`src/rtl/pll_ctrl_consts.svh`:
```
// Purpose: offsets, field positions, reset values and timing counts of the pll control slice
// Assumes: byte-wide register port, 40 MHz logic clock
// Notes:   definitions only
`ifndef PLL_CTRL_CONSTS_SVH
`define PLL_CTRL_CONSTS_SVH

// register offsets
`define PART_ID_HIGH_ADDR        8'h86
`define PART_ID_LOW_REV_ADDR     8'h87
`define RESET_CAL_CTRL_ADDR      8'h88
`define LOSS_MON_SEL_HIGH_ADDR   8'h8a
`define LOSS_MON_SEL_LOW_ADDR    8'h8b
`define LOCK_STATUS_ADDR         8'h82
`define RECAL_STATUS_ADDR        8'h8f

// calibration-sensitive configuration addresses
`define SENS_ADDR_0              8'h00
`define SENS_ADDR_1              8'h02
`define SENS_ADDR_2              8'h05
`define SENS_ADDR_3              8'h0a
`define SENS_ADDR_4              8'h0b
`define SENS_ADDR_5              8'h13
`define SENS_ADDR_6              8'h19
`define SENS_ADDR_7              8'h1f
`define SENS_ADDR_8              8'h28
`define SENS_ADDR_9              8'h2b
`define SENS_ADDR_10             8'h2e

// field positions
`define SOFT_RESET_BIT           7
`define CAL_START_BIT            6
`define LOSS_SEL_HIGH_BIT        0
`define LOSS_SEL_LOW_BIT         4

// reset and fixed values
`define LOSS_MON_SEL_HIGH_RESET  8'h0f
`define LOSS_MON_SEL_LOW_RESET   8'hff
`define LOCK_STATUS_RESET        8'h01
`define UNMAPPED_READ            8'h00

// loss monitor select encodings
`define LOSS_SEL_OFF             2'b00
`define LOSS_SEL_SLOW            2'b10
`define LOSS_SEL_NORMAL          2'b11

// timing
`define SYS_CLK_HZ               40000000
`define SOFT_RESET_HOLD_MS       10
`define SOFT_RESET_HOLD_CYCLES   ((`SOFT_RESET_HOLD_MS * `SYS_CLK_HZ) / 1000)

`endif

```
`src/rtl/pll_ctrl_pkg.sv`:
```
// Purpose: types shared by the pll control slice
// Assumes: nothing
// Notes:   offsets and counts live in pll_ctrl_consts.svh
package pll_ctrl_pkg;

  // calibration sequencer, gray along idle -> calibrating -> done
  typedef enum logic [1:0] {
    CAL_IDLE    = 2'b00,
    CAL_RUNNING = 2'b01,
    CAL_DONE    = 2'b11
  } cal_state_e;

  typedef logic [7:0] reg_byte_t;

endpackage

```
`src/rtl/pll_control_calibration_regs.sv`:
```
// Purpose: reset / calibration control, loss monitor select and identity registers of a pll clock multiplier
// Assumes: byte register port driven by the serial port engine on sys_clk; pll lock from the analog side
// Notes:   soft reset holds all state except the lock synchroniser and filter at defaults for a parameterised hold time
`timescale 1ns/10ps
`include "pll_ctrl_consts.svh"

module pll_control_calibration_regs #(
  parameter int         RST_HOLD_CYCLES = `SOFT_RESET_HOLD_CYCLES,
  parameter logic [11:0] PART_NUMBER    = 12'h5a3, // arbitrary value
  parameter logic [3:0]  REVISION       = 4'h1     // arbitrary value
) (
  // clock and external reset pin
  input  wire logic                   sys_clk,
  input  wire logic                   resetn,
  // register port
  input  wire logic [7:0]             reg_addr,
  input  wire logic [7:0]             reg_wdata,
  input  wire logic                   reg_wr,
  input  wire logic                   reg_rd,
  output logic      [7:0]             reg_rdata,
  // analog pll side
  input  wire logic                   pll_locked,
  output logic                        cal_start_pulse,
  output logic                        logic_reset_n,
  output logic                        clk_out_enable,
  output logic                        lock_loss_alarm,
  output logic                        recal_needed,
  // loss monitor configuration
  output logic [1:0]                  loss_monitor_select,
  output logic                        loss_monitor_enable,
  output logic                        slow_loss_detector
);
  import pll_ctrl_pkg::*;

  // reset bytes as typed constants so that their bits can be selected
  localparam reg_byte_t SEL_HIGH_DEF = `LOSS_MON_SEL_HIGH_RESET;
  localparam reg_byte_t SEL_LOW_DEF  = `LOSS_MON_SEL_LOW_RESET;

  if (RST_HOLD_CYCLES < 1) begin : g_bad_hold
    $error("RST_HOLD_CYCLES must be at least one");
  end

  localparam int CW = $clog2(RST_HOLD_CYCLES + 1);

  ////////////////////////////////////////////////////////////////////////////
  // state
  cal_state_e     cal_state_reg,   cal_state_next;
  logic [CW-1:0]  hold_cnt_reg,    hold_cnt_next;
  logic           sel_high_reg,    sel_high_next;
  logic           sel_low_reg,     sel_low_next;
  logic           recal_reg,       recal_next;
  logic           cal_pulse_reg,   cal_pulse_next;
  logic           clk_en_reg,      clk_en_next;
  logic           alarm_reg,       alarm_next;
  logic           lrst_n_reg,      lrst_n_next;
  logic [1:0]     sel_out_reg,     sel_out_next;
  logic           mon_en_reg,      mon_en_next;
  logic           slow_reg,        slow_next;
  reg_byte_t      rdata_reg,       rdata_next;
  logic [2:0]     lock_sync_reg;
  logic           locked_reg,      locked_next;

  logic in_reset;
  logic wr_ctrl;
  logic sens_write;

  ////////////////////////////////////////////////////////////////////////////
  // lock input from the analog domain: three flops, change once stages 2 and 3 agree
  always_ff @(posedge sys_clk or negedge resetn) begin
    if (!resetn) begin
      lock_sync_reg <= 3'h0;
    end else begin
      lock_sync_reg <= {lock_sync_reg[1:0], pll_locked};
    end
  end

  ////////////////////////////////////////////////////////////////////////////
  // decode helpers
  assign in_reset = (hold_cnt_reg != '0);
  assign wr_ctrl  = reg_wr && !in_reset && (reg_addr == `RESET_CAL_CTRL_ADDR);

  // writes to configuration bytes that only a fresh calibration applies
  always_comb begin
    unique case (reg_addr)
      `SENS_ADDR_0, `SENS_ADDR_1, `SENS_ADDR_2, `SENS_ADDR_3, `SENS_ADDR_4, `SENS_ADDR_5,
      `SENS_ADDR_6, `SENS_ADDR_7, `SENS_ADDR_8, `SENS_ADDR_9, `SENS_ADDR_10: sens_write = reg_wr && !in_reset;
      default: sens_write = 1'b0;
    endcase
  end

  ////////////////////////////////////////////////////////////////////////////
  // next-state logic for the whole slice
  always_comb begin
    cal_state_next = cal_state_reg;
    hold_cnt_next  = hold_cnt_reg;
    sel_high_next  = sel_high_reg;
    sel_low_next   = sel_low_reg;
    recal_next     = recal_reg;
    cal_pulse_next = 1'b0;
    clk_en_next    = clk_en_reg;
    rdata_next     = rdata_reg;
    // filtered lock only moves when the last two sync stages agree
    locked_next    = (lock_sync_reg[2] == lock_sync_reg[1]) ? lock_sync_reg[2] : locked_reg;

    if (in_reset) begin
      // soft reset: everything except the filtered lock back to defaults, port deaf, clocks off
      hold_cnt_next  = hold_cnt_reg - CW'(1);
      cal_state_next = CAL_IDLE;
      sel_high_next  = SEL_HIGH_DEF[`LOSS_SEL_HIGH_BIT];
      sel_low_next   = SEL_LOW_DEF[`LOSS_SEL_LOW_BIT];
      recal_next     = 1'b0;
      clk_en_next    = 1'b0;
      rdata_next     = `UNMAPPED_READ;
    end else if (wr_ctrl && reg_wdata[`SOFT_RESET_BIT]) begin
      // drop status at the launching edge too, so no stale alarm or flag leaks into the hold
      hold_cnt_next  = CW'(RST_HOLD_CYCLES);
      clk_en_next    = 1'b0;
      cal_state_next = CAL_IDLE;
      recal_next     = 1'b0;
    end else begin
      // calibration sequencer; a zero in the start bit is simply ignored
      if (wr_ctrl && reg_wdata[`CAL_START_BIT]) begin
        cal_state_next = CAL_RUNNING;
        cal_pulse_next = 1'b1;
        recal_next     = 1'b0;
        clk_en_next    = 1'b0;
      end else begin
        unique case (cal_state_reg)
          CAL_IDLE: begin
            clk_en_next = 1'b0;
          end
          CAL_RUNNING: begin
            if (locked_reg) begin
              cal_state_next = CAL_DONE;
              clk_en_next    = 1'b1;
            end
          end
          CAL_DONE: begin
            if (sens_write) begin
              recal_next = 1'b1;
            end
          end
        endcase
      end

      // split monitor select writes
      if (reg_wr && reg_addr == `LOSS_MON_SEL_HIGH_ADDR) begin
        sel_high_next = reg_wdata[`LOSS_SEL_HIGH_BIT];
      end
      if (reg_wr && reg_addr == `LOSS_MON_SEL_LOW_ADDR) begin
        sel_low_next = reg_wdata[`LOSS_SEL_LOW_BIT];
      end

      // read data, reserved bits at their fixed values
      if (reg_rd) begin
        unique case (reg_addr)
          `PART_ID_HIGH_ADDR:      rdata_next = PART_NUMBER[11:4];
          `PART_ID_LOW_REV_ADDR:   rdata_next = {PART_NUMBER[3:0], REVISION};
          // start bit reads one while calibration runs, reset bit always reads zero
          `RESET_CAL_CTRL_ADDR:    rdata_next = {1'b0, cal_state_reg == CAL_RUNNING, 6'h00};
          `LOSS_MON_SEL_HIGH_ADDR: rdata_next = {SEL_HIGH_DEF[7:1], sel_high_reg};
          `LOSS_MON_SEL_LOW_ADDR:  rdata_next = {SEL_LOW_DEF[7:5], sel_low_reg, SEL_LOW_DEF[3:0]};
          `LOCK_STATUS_ADDR:       rdata_next = {7'h00, !locked_reg};
          `RECAL_STATUS_ADDR:      rdata_next = {7'h00, recal_reg};
          default:                 rdata_next = `UNMAPPED_READ;
        endcase
      end
    end

    // alarm stays high until the sequencer has seen lock after a calibration
    alarm_next   = !(cal_state_next == CAL_DONE && locked_next);
    lrst_n_next  = (hold_cnt_next == '0);

    // monitor decode; the reserved code 01 is treated as monitoring off
    sel_out_next = {sel_high_next, sel_low_next};
    mon_en_next  = (sel_out_next == `LOSS_SEL_SLOW) || (sel_out_next == `LOSS_SEL_NORMAL);
    slow_next    = (sel_out_next == `LOSS_SEL_SLOW);
  end

  ////////////////////////////////////////////////////////////////////////////
  // registers; the pin reset forces the same defaults as the soft reset and also clears the filtered lock
  always_ff @(posedge sys_clk or negedge resetn) begin
    if (!resetn) begin
      cal_state_reg <= CAL_IDLE;
      hold_cnt_reg  <= '0;
      sel_high_reg  <= SEL_HIGH_DEF[`LOSS_SEL_HIGH_BIT];
      sel_low_reg   <= SEL_LOW_DEF[`LOSS_SEL_LOW_BIT];
      recal_reg     <= 1'b0;
      cal_pulse_reg <= 1'b0;
      clk_en_reg    <= 1'b0;
      alarm_reg     <= 1'b1;
      lrst_n_reg    <= 1'b0;
      sel_out_reg   <= `LOSS_SEL_NORMAL;
      mon_en_reg    <= 1'b1;
      slow_reg      <= 1'b0;
      rdata_reg     <= `UNMAPPED_READ;
      locked_reg    <= 1'b0;
    end else begin
      cal_state_reg <= cal_state_next;
      hold_cnt_reg  <= hold_cnt_next;
      sel_high_reg  <= sel_high_next;
      sel_low_reg   <= sel_low_next;
      recal_reg     <= recal_next;
      cal_pulse_reg <= cal_pulse_next;
      clk_en_reg    <= clk_en_next;
      alarm_reg     <= alarm_next;
      lrst_n_reg    <= lrst_n_next;
      sel_out_reg   <= sel_out_next;
      mon_en_reg    <= mon_en_next;
      slow_reg      <= slow_next;
      rdata_reg     <= rdata_next;
      locked_reg    <= locked_next;
    end
  end

  // outputs straight from flops
  assign reg_rdata           = rdata_reg;
  assign cal_start_pulse     = cal_pulse_reg;
  assign logic_reset_n       = lrst_n_reg;
  assign clk_out_enable      = clk_en_reg;
  assign lock_loss_alarm     = alarm_reg;
  assign recal_needed        = recal_reg;
  assign loss_monitor_select = sel_out_reg;
  assign loss_monitor_enable = mon_en_reg;
  assign slow_loss_detector  = slow_reg;

endmodule

```
`config.mk`:
```
export PLATFORM = sky130hd
export DESIGN_NAME = pll_control_calibration_regs
export DESIGN_NICKNAME = d
export VERILOG_FILES = /design/src/rtl/pll_ctrl_pkg.sv /design/src/rtl/pll_control_calibration_regs.sv
export VERILOG_INCLUDE_DIRS = /design/src /design/src/rtl
export SDC_FILE = /design/constraint.sdc
export NUM_CORES = 1
export LEC_CHECK = 0
export ABC_AREA = 1
export BUFFER_PORTS_ARGS = -buffer_cell sky130_fd_sc_hd__buf_4
export CORE_ASPECT_RATIO = 1.25
export CORE_MARGIN = 4
export CORE_UTILIZATION = 30
export CTS_CLUSTER_SIZE = 12
export DETAILED_ROUTE_END_ITERATION = 7
export HOLD_SLACK_MARGIN = 0.15
export SETUP_SLACK_MARGIN = 0.05
export SLEW_MARGIN = 20
export SYNTH_ARGS = -nofsm -noshare
export SYNTH_HDL_FRONTEND = slang
export SYNTH_SLANG_ARGS = --single-unit
```
`constraint.sdc`:
```
create_clock -name sys_clk -period 2 [get_ports sys_clk]
set_input_delay 0.4 -clock sys_clk [delete_from_list [all_inputs] [get_ports sys_clk]]
set_output_delay 0.4 -clock sys_clk [all_outputs]
set_load 0.02 [all_outputs]
```
## After elaboration in Yosys (flattened, before gate mapping)

Index checks and enable logic that the tools add are counted.

- $add $sub $neg: 1
- Equal/unequal tests: 25
- Multiplexer cells: 32
- Reduce and logical (&&, ||, !) cells: 23

Operators with widths:

| operator | count |
|---|---|
| equality test 8 bit, second input constant | 7 |
| case mux 8 bit (7 select lines) | 1 |
| two-way mux 19 bit | 2 |
| equality test 8 x 5 -> 1 bit, second input constant | 3 |
| equality test 8 x 6 -> 1 bit, second input constant | 3 |
| two-way mux 8 bit | 3 |
| two-way mux 1 bit | 20 |
| zero test 19 bit | 1 |
| nonzero test 19 bit | 1 |
| subtractor 19 x 1 -> 19 bit, second input constant | 1 |
| equality test 8 x 4 -> 1 bit, second input constant | 2 |
| OR reduction 11 bit | 1 |
| two-way mux 2 bit | 5 |
| equality test 2 bit, second input constant | 4 |
| equality test 8 x 2 -> 1 bit, second input constant | 1 |
| equality test 8 x 3 -> 1 bit, second input constant | 1 |
| zero test 8 bit | 1 |
| nonzero test 4 bit | 2 |
| logical AND 1 bit | 7 |
| AND reduction 2 bit | 3 |
| inequality test 5 bit, second input constant | 1 |
| nonzero test 5 bit | 1 |
| zero test 1 bit | 3 |
| equality test 2 x 1 -> 1 bit, second input constant | 1 |
| other kinds (6) | 6 |

- Flip-flop bits (word level): 44
- Output and inout port bits: 17

## Logic depth before layout (Yosys ltp)

- Depth after elaboration: 11
- Gate-level depth with buffers: 12
- Depth with buffers taken out: 12

## Least setup slack after synthesis

Ideal clock, no wire load.

- Kind: flip-flop to flip-flop
- Start point: reg hold_cnt_reg[0]
- End point: reg alarm_reg, in the netlist lock_loss_alarm
- Library setup time: 86 ps
- Arrival: 1701 ps
- Setup slack: 213 ps
- Stages on the path, launching flop included: 12
- Buffers on the path: 1
- Clock period less this slack: 1787 ps
- Cells stage by stage: dfrtp_1 inv_1 ha_1 nand2_4 nor2_4 nand3_2 buf_6 a31oi_4 and2_4 o21ai_2 nor2_4 nand3_1

- Longest elaborated chain between the ends: 11
- Elaborated cells between the ends (all ways): 12
- Classes of those cells: eq/ne (1); mux (3); reduce/logical (8)

RTL lines:

| item | line | text |
|---|---|---|
| start: declaration | pll_control_calibration_regs.sv:48 | `logic [CW-1:0] hold_cnt_reg, hold_cnt_next;` |
| start signal: assignment | pll_control_calibration_regs.sv:200 | `hold_cnt_reg <= hold_cnt_next;` |
| nonzero test 19 bit (*) | pll_control_calibration_regs.sv:79 | `assign in_reset = (hold_cnt_reg != '0);` |
| zero test 1 bit | pll_control_calibration_regs.sv:80 | `` assign wr_ctrl = reg_wr && !in_reset && (reg_addr == `RESET_CAL_CTRL_ADDR); `` |
| logical AND 1 bit (2 in series) | pll_control_calibration_regs.sv:80 |  |
| logical AND 1 bit | pll_control_calibration_regs.sv:122 | `` if (wr_ctrl && reg_wdata[`CAL_START_BIT]) begin `` |
| two-way mux 2 bit | pll_control_calibration_regs.sv:122 |  |
| two-way mux 2 bit | pll_control_calibration_regs.sv:114 | `` end else if (wr_ctrl && reg_wdata[`SOFT_RESET_BIT]) begin `` |
| two-way mux 2 bit (*) | pll_control_calibration_regs.sv:105 | `if (in_reset) begin` |
| named net cal_state_next[1] | pll_control_calibration_regs.sv:47 | `cal_state_e cal_state_reg, cal_state_next;` |
| equality test 2 bit (*) | pll_control_calibration_regs.sv:171 | `alarm_next = !(cal_state_next == CAL_DONE && locked_next);` |
| logical AND 1 bit (*) | pll_control_calibration_regs.sv:171 |  |
| zero test 1 bit (*) | pll_control_calibration_regs.sv:171 |  |
| named net alarm_next | pll_control_calibration_regs.sv:54 | `logic alarm_reg, alarm_next;` |
| end signal: assignment | pll_control_calibration_regs.sv:206 | `alarm_reg <= alarm_next;` |
| end: declaration | pll_control_calibration_regs.sv:54 |  |

Mark *: on every way through the listed nets, which the timed path passes. The rest lies on a longest branch.
A chain may end at the register's enable or synchronous reset.

## Final worst setup path

- Start point: reg hold_cnt_reg[4]
- End point: reg alarm_reg, in the netlist lock_loss_alarm

The elaborated chain is that of the path after synthesis.

==> flow_summary.toml <==
[outcome]
status = "finished, final reports clean"

[grt]
antenna_found_initial = 0
grt_pass1_vias = 2129
grt_max_degree = 42
grt_pass1_wl_mm = 9.563
overflow = 0
grt.total_usage_pct = 12.88

[worst_hold_path]
worstHoldPathCells = 1
min_from = "pll_locked"
hp-class = "in2reg"
holdPathEnd = "lock_sync_reg[0]"

[final_layout]
area_growth_pct = 24.34
num_antenna_cells = 0
fin_nets = 377
drive_gt1_share_pct = 24.16
largest_reg_flops = 19

[clock_network]
clockBufferDepth = 2
clock_latency_ps = 300
numCtsBuffers = 5
tritoncts = "built"
cts.sinks = 41
clkSlewWorstSetupHoldPaths_ps = 90
root_buffer = "clkbuf_8"
ctsHtreeMaxLevel = 2

[timing]
period_minus_slack_ps = 1850
slew_headroom_pct = 65.39
post-route-period-util_pct = 92.49
finalSetupTns_ps = 0
rsz0062_at_grt = "no"
setup_viol = 0
skew_ps = 8.102
timing.fmax_ghz = 0.5406
hold_violations = 0
tightest_slew_ps = 519.2
slew_violations = 0
fin_ws_ps = 150.2

[floorplan]
die_h_um = 107.4
start_util_pct = 30.59
io_pins = 38
die_w_um = 87.50
design.die.area_um2 = 9394
core.rowCount = 36
coreArea_um2 = 7747

[worst_setup_path]
path_max_fanout = 12
cp.arrival_ps = 2080
r2r_cells = 10
cp.required_ps = 2230
crit_type = "reg2reg"
worst_setup_path_start_kind = "register"
r2r_start = "hold_cnt_reg[4]"
end_kind = "register"
regToRegSetupSlack_ps = 150
r2r_end = "lock_loss_alarm"

[pwr]
leakage_uw = 0.001475
p_per_area_nw_per_um2 = 517.7
vdd_drop_max_mv = 0.2431

[route]
wirelength_mm = 5.676
drc_errors = 0
antenna_left = 0
vias = 2124
dr.pass1.iters = 7
wire_per_inst_um = 12.59
viasPerCell = 4.710
drt-initial-drc-count = 64

[yosys]
yosysSeqAreaShare_pct = 43.51
yosys.area_share.xor_xnor_pct = 3.696
synth_seq_cells = 41
muxShareOfSynthArea_pct = 0
async_reset_ff_share_pct = 100.0
syn_inst = 309
synthFlopType = "dfrtp_1"
synth-edff-count = 0
netlist_area_um2 = 2370
synth_compound_area_share_pct = 8.870
synthDistinctLibCells = 38
syn_nets = 331
syn_avg_cell_area_um2 = 7.669
ys_warn_count = 0
synth_top_family_by_area = "simple AND/OR/NAND/NOR gates"
synthSimpleGateAreaFrac_pct = 33.74
synth_adder_area_share_pct = 0.9504

[run]
maxCapViolCount = 0

[placement]
dp_hpwl_mm = 4.423
io_buffers = 33
place.gp.congestion = 0.8969
pre_cts_ws_ps = 25.52
-- repair_timing --
action | 4_1_cts | 5_1_grt
buffers inserted | 1 | 4
resized for setup | 3 | 14
pin swaps | 1 | 3
hold buffers | 1 | 0
hold endpoints to repair | 37 | 0
cloned | 0 | 0
endpoints found under the setup margin | 9 | 15
-- through the flow --
stage | cell area [µm²] | total power, µW | std cells | util, % | hold WS [ps]
floorplan | 2370 | 883.4 | 309 | - | 104.4
finish | 2947 | 1526 | 451 | 38.03 | 197.0
CTS | 2858 | 1546 | 447 | 36.89 | 186.7
global placement | 2731 | 937.8 | 437 | 35.26 | 340.0
global route | 2947 | 1585 | 451 | 38.03 | 182.0
detailed placement | 2731 | 939.6 | 437 | 35.26 | 340.3
-- kinds of logic after synthesis --
logic type | count (synthesis)
xor gates and xnor gates | 10
AOI/OAI and AO/OA | 30
DFF | 41
buffers and inverters | 51
adders and majority gates | 2
and+or+nand+nor | 175
-- worst max-delay path by stage --
stage,endpoint,from,cells past startpoint
2_1_floorplan,lock_loss_alarm,hold_cnt_reg[0],11
3_3_place_gp,reg_rdata[0],hold_cnt_reg[0],10
3_5_place_dp,logic_reset_n,hold_cnt_reg[0],11
4_1_cts,lock_loss_alarm,hold_cnt_reg[0],11
5_1_grt,lock_loss_alarm,hold_cnt_reg[1],11
6_report,lock_loss_alarm,hold_cnt_reg[4],10
-- placed cells by master, fill, tap and decap left out, drive strengths merged, types with 3 or more instances in the layout --
| cell | netlist | final |
|---|---|---|
| xor2 | 6 | 6 |
| dfrtp | 37 | 37 |
| xnor2 | 4 | 4 |
| o21ai | 15 | 15 |
| buf | 6 | 44 |
| nand3 | 27 | 27 |
| dfstp | 4 | 4 |
| inv | 45 | 48 |
| clkbuf | 0 | 5 |
| a21oi | 6 | 6 |
| nor2 | 54 | 54 |
| nand4 | 4 | 4 |
| and2 | 3 | 3 |
| nand2 | 81 | 81 |
-- Yosys cell counts, types with 3 or more instances --
| master | count | area, µm² |
|---|---|---|
| nor2_4 | 5 | 56.30 |
| xor2_1 | 6 | 52.55 |
| inv_1 | 44 | 165.2 |
| nand3_1 | 25 | 125.1 |
| a21oi_1 | 6 | 30.03 |
| nor2_2 | 4 | 25.02 |
| nand2_1 | 78 | 292.8 |
| nor2_1 | 45 | 168.9 |
| dfstp_2 | 4 | 105.1 |
| buf_4 | 3 | 22.52 |
| dfrtp_1 | 37 | 925.9 |
| xnor2_1 | 4 | 35.03 |
| nand4_1 | 4 | 25.02 |
| o21ai_0 | 13 | 65.06 |
-- layer usage --
| layer | track usage (%) | up-vias | share of wire, % |
|---|---|---|---|
| li1 | - | 1065 | - |
| met5 | 0 | - | 0 |
| met1 | 14.55 | 996 | 41 |
| met2 | 23.60 | 52 | 53 |
| met4 | 4.715 | 0 | 2.3 |
| met3 | 2.297 | 11 | 3.7 |
-- final cells by class --
cell class	count	area (µm²)
fillers	835	4801
flip-flops and latches	41	1031
clock inverters	3	28.78
inverters	45	168.9
well taps	95	118.9
clock buffers	5	68.82
repair buffers	45	344.1
multi-input cells	217	1186
-- report_power, final --
group          leakage [µW]  internal [µW]  switching, µW
registers          0.000498            834           4.25
clock network     0.0000511            264            337
logic              0.000926           32.9           54.5
total               0.00147           1130            395
-- critical path, stage by stage, from the launching register on --
cell	delay (ps)
dfrtp_1	440
nor2_4	150
nand2_2	110
nor2_4	180
nand3_4	110
buf_6	170
a31oi_4	200
and2_4	190
o21ai_2	70
nor2_4	80
nand3_1	70
No activity file was read; power rests on OpenSTA's default activity.
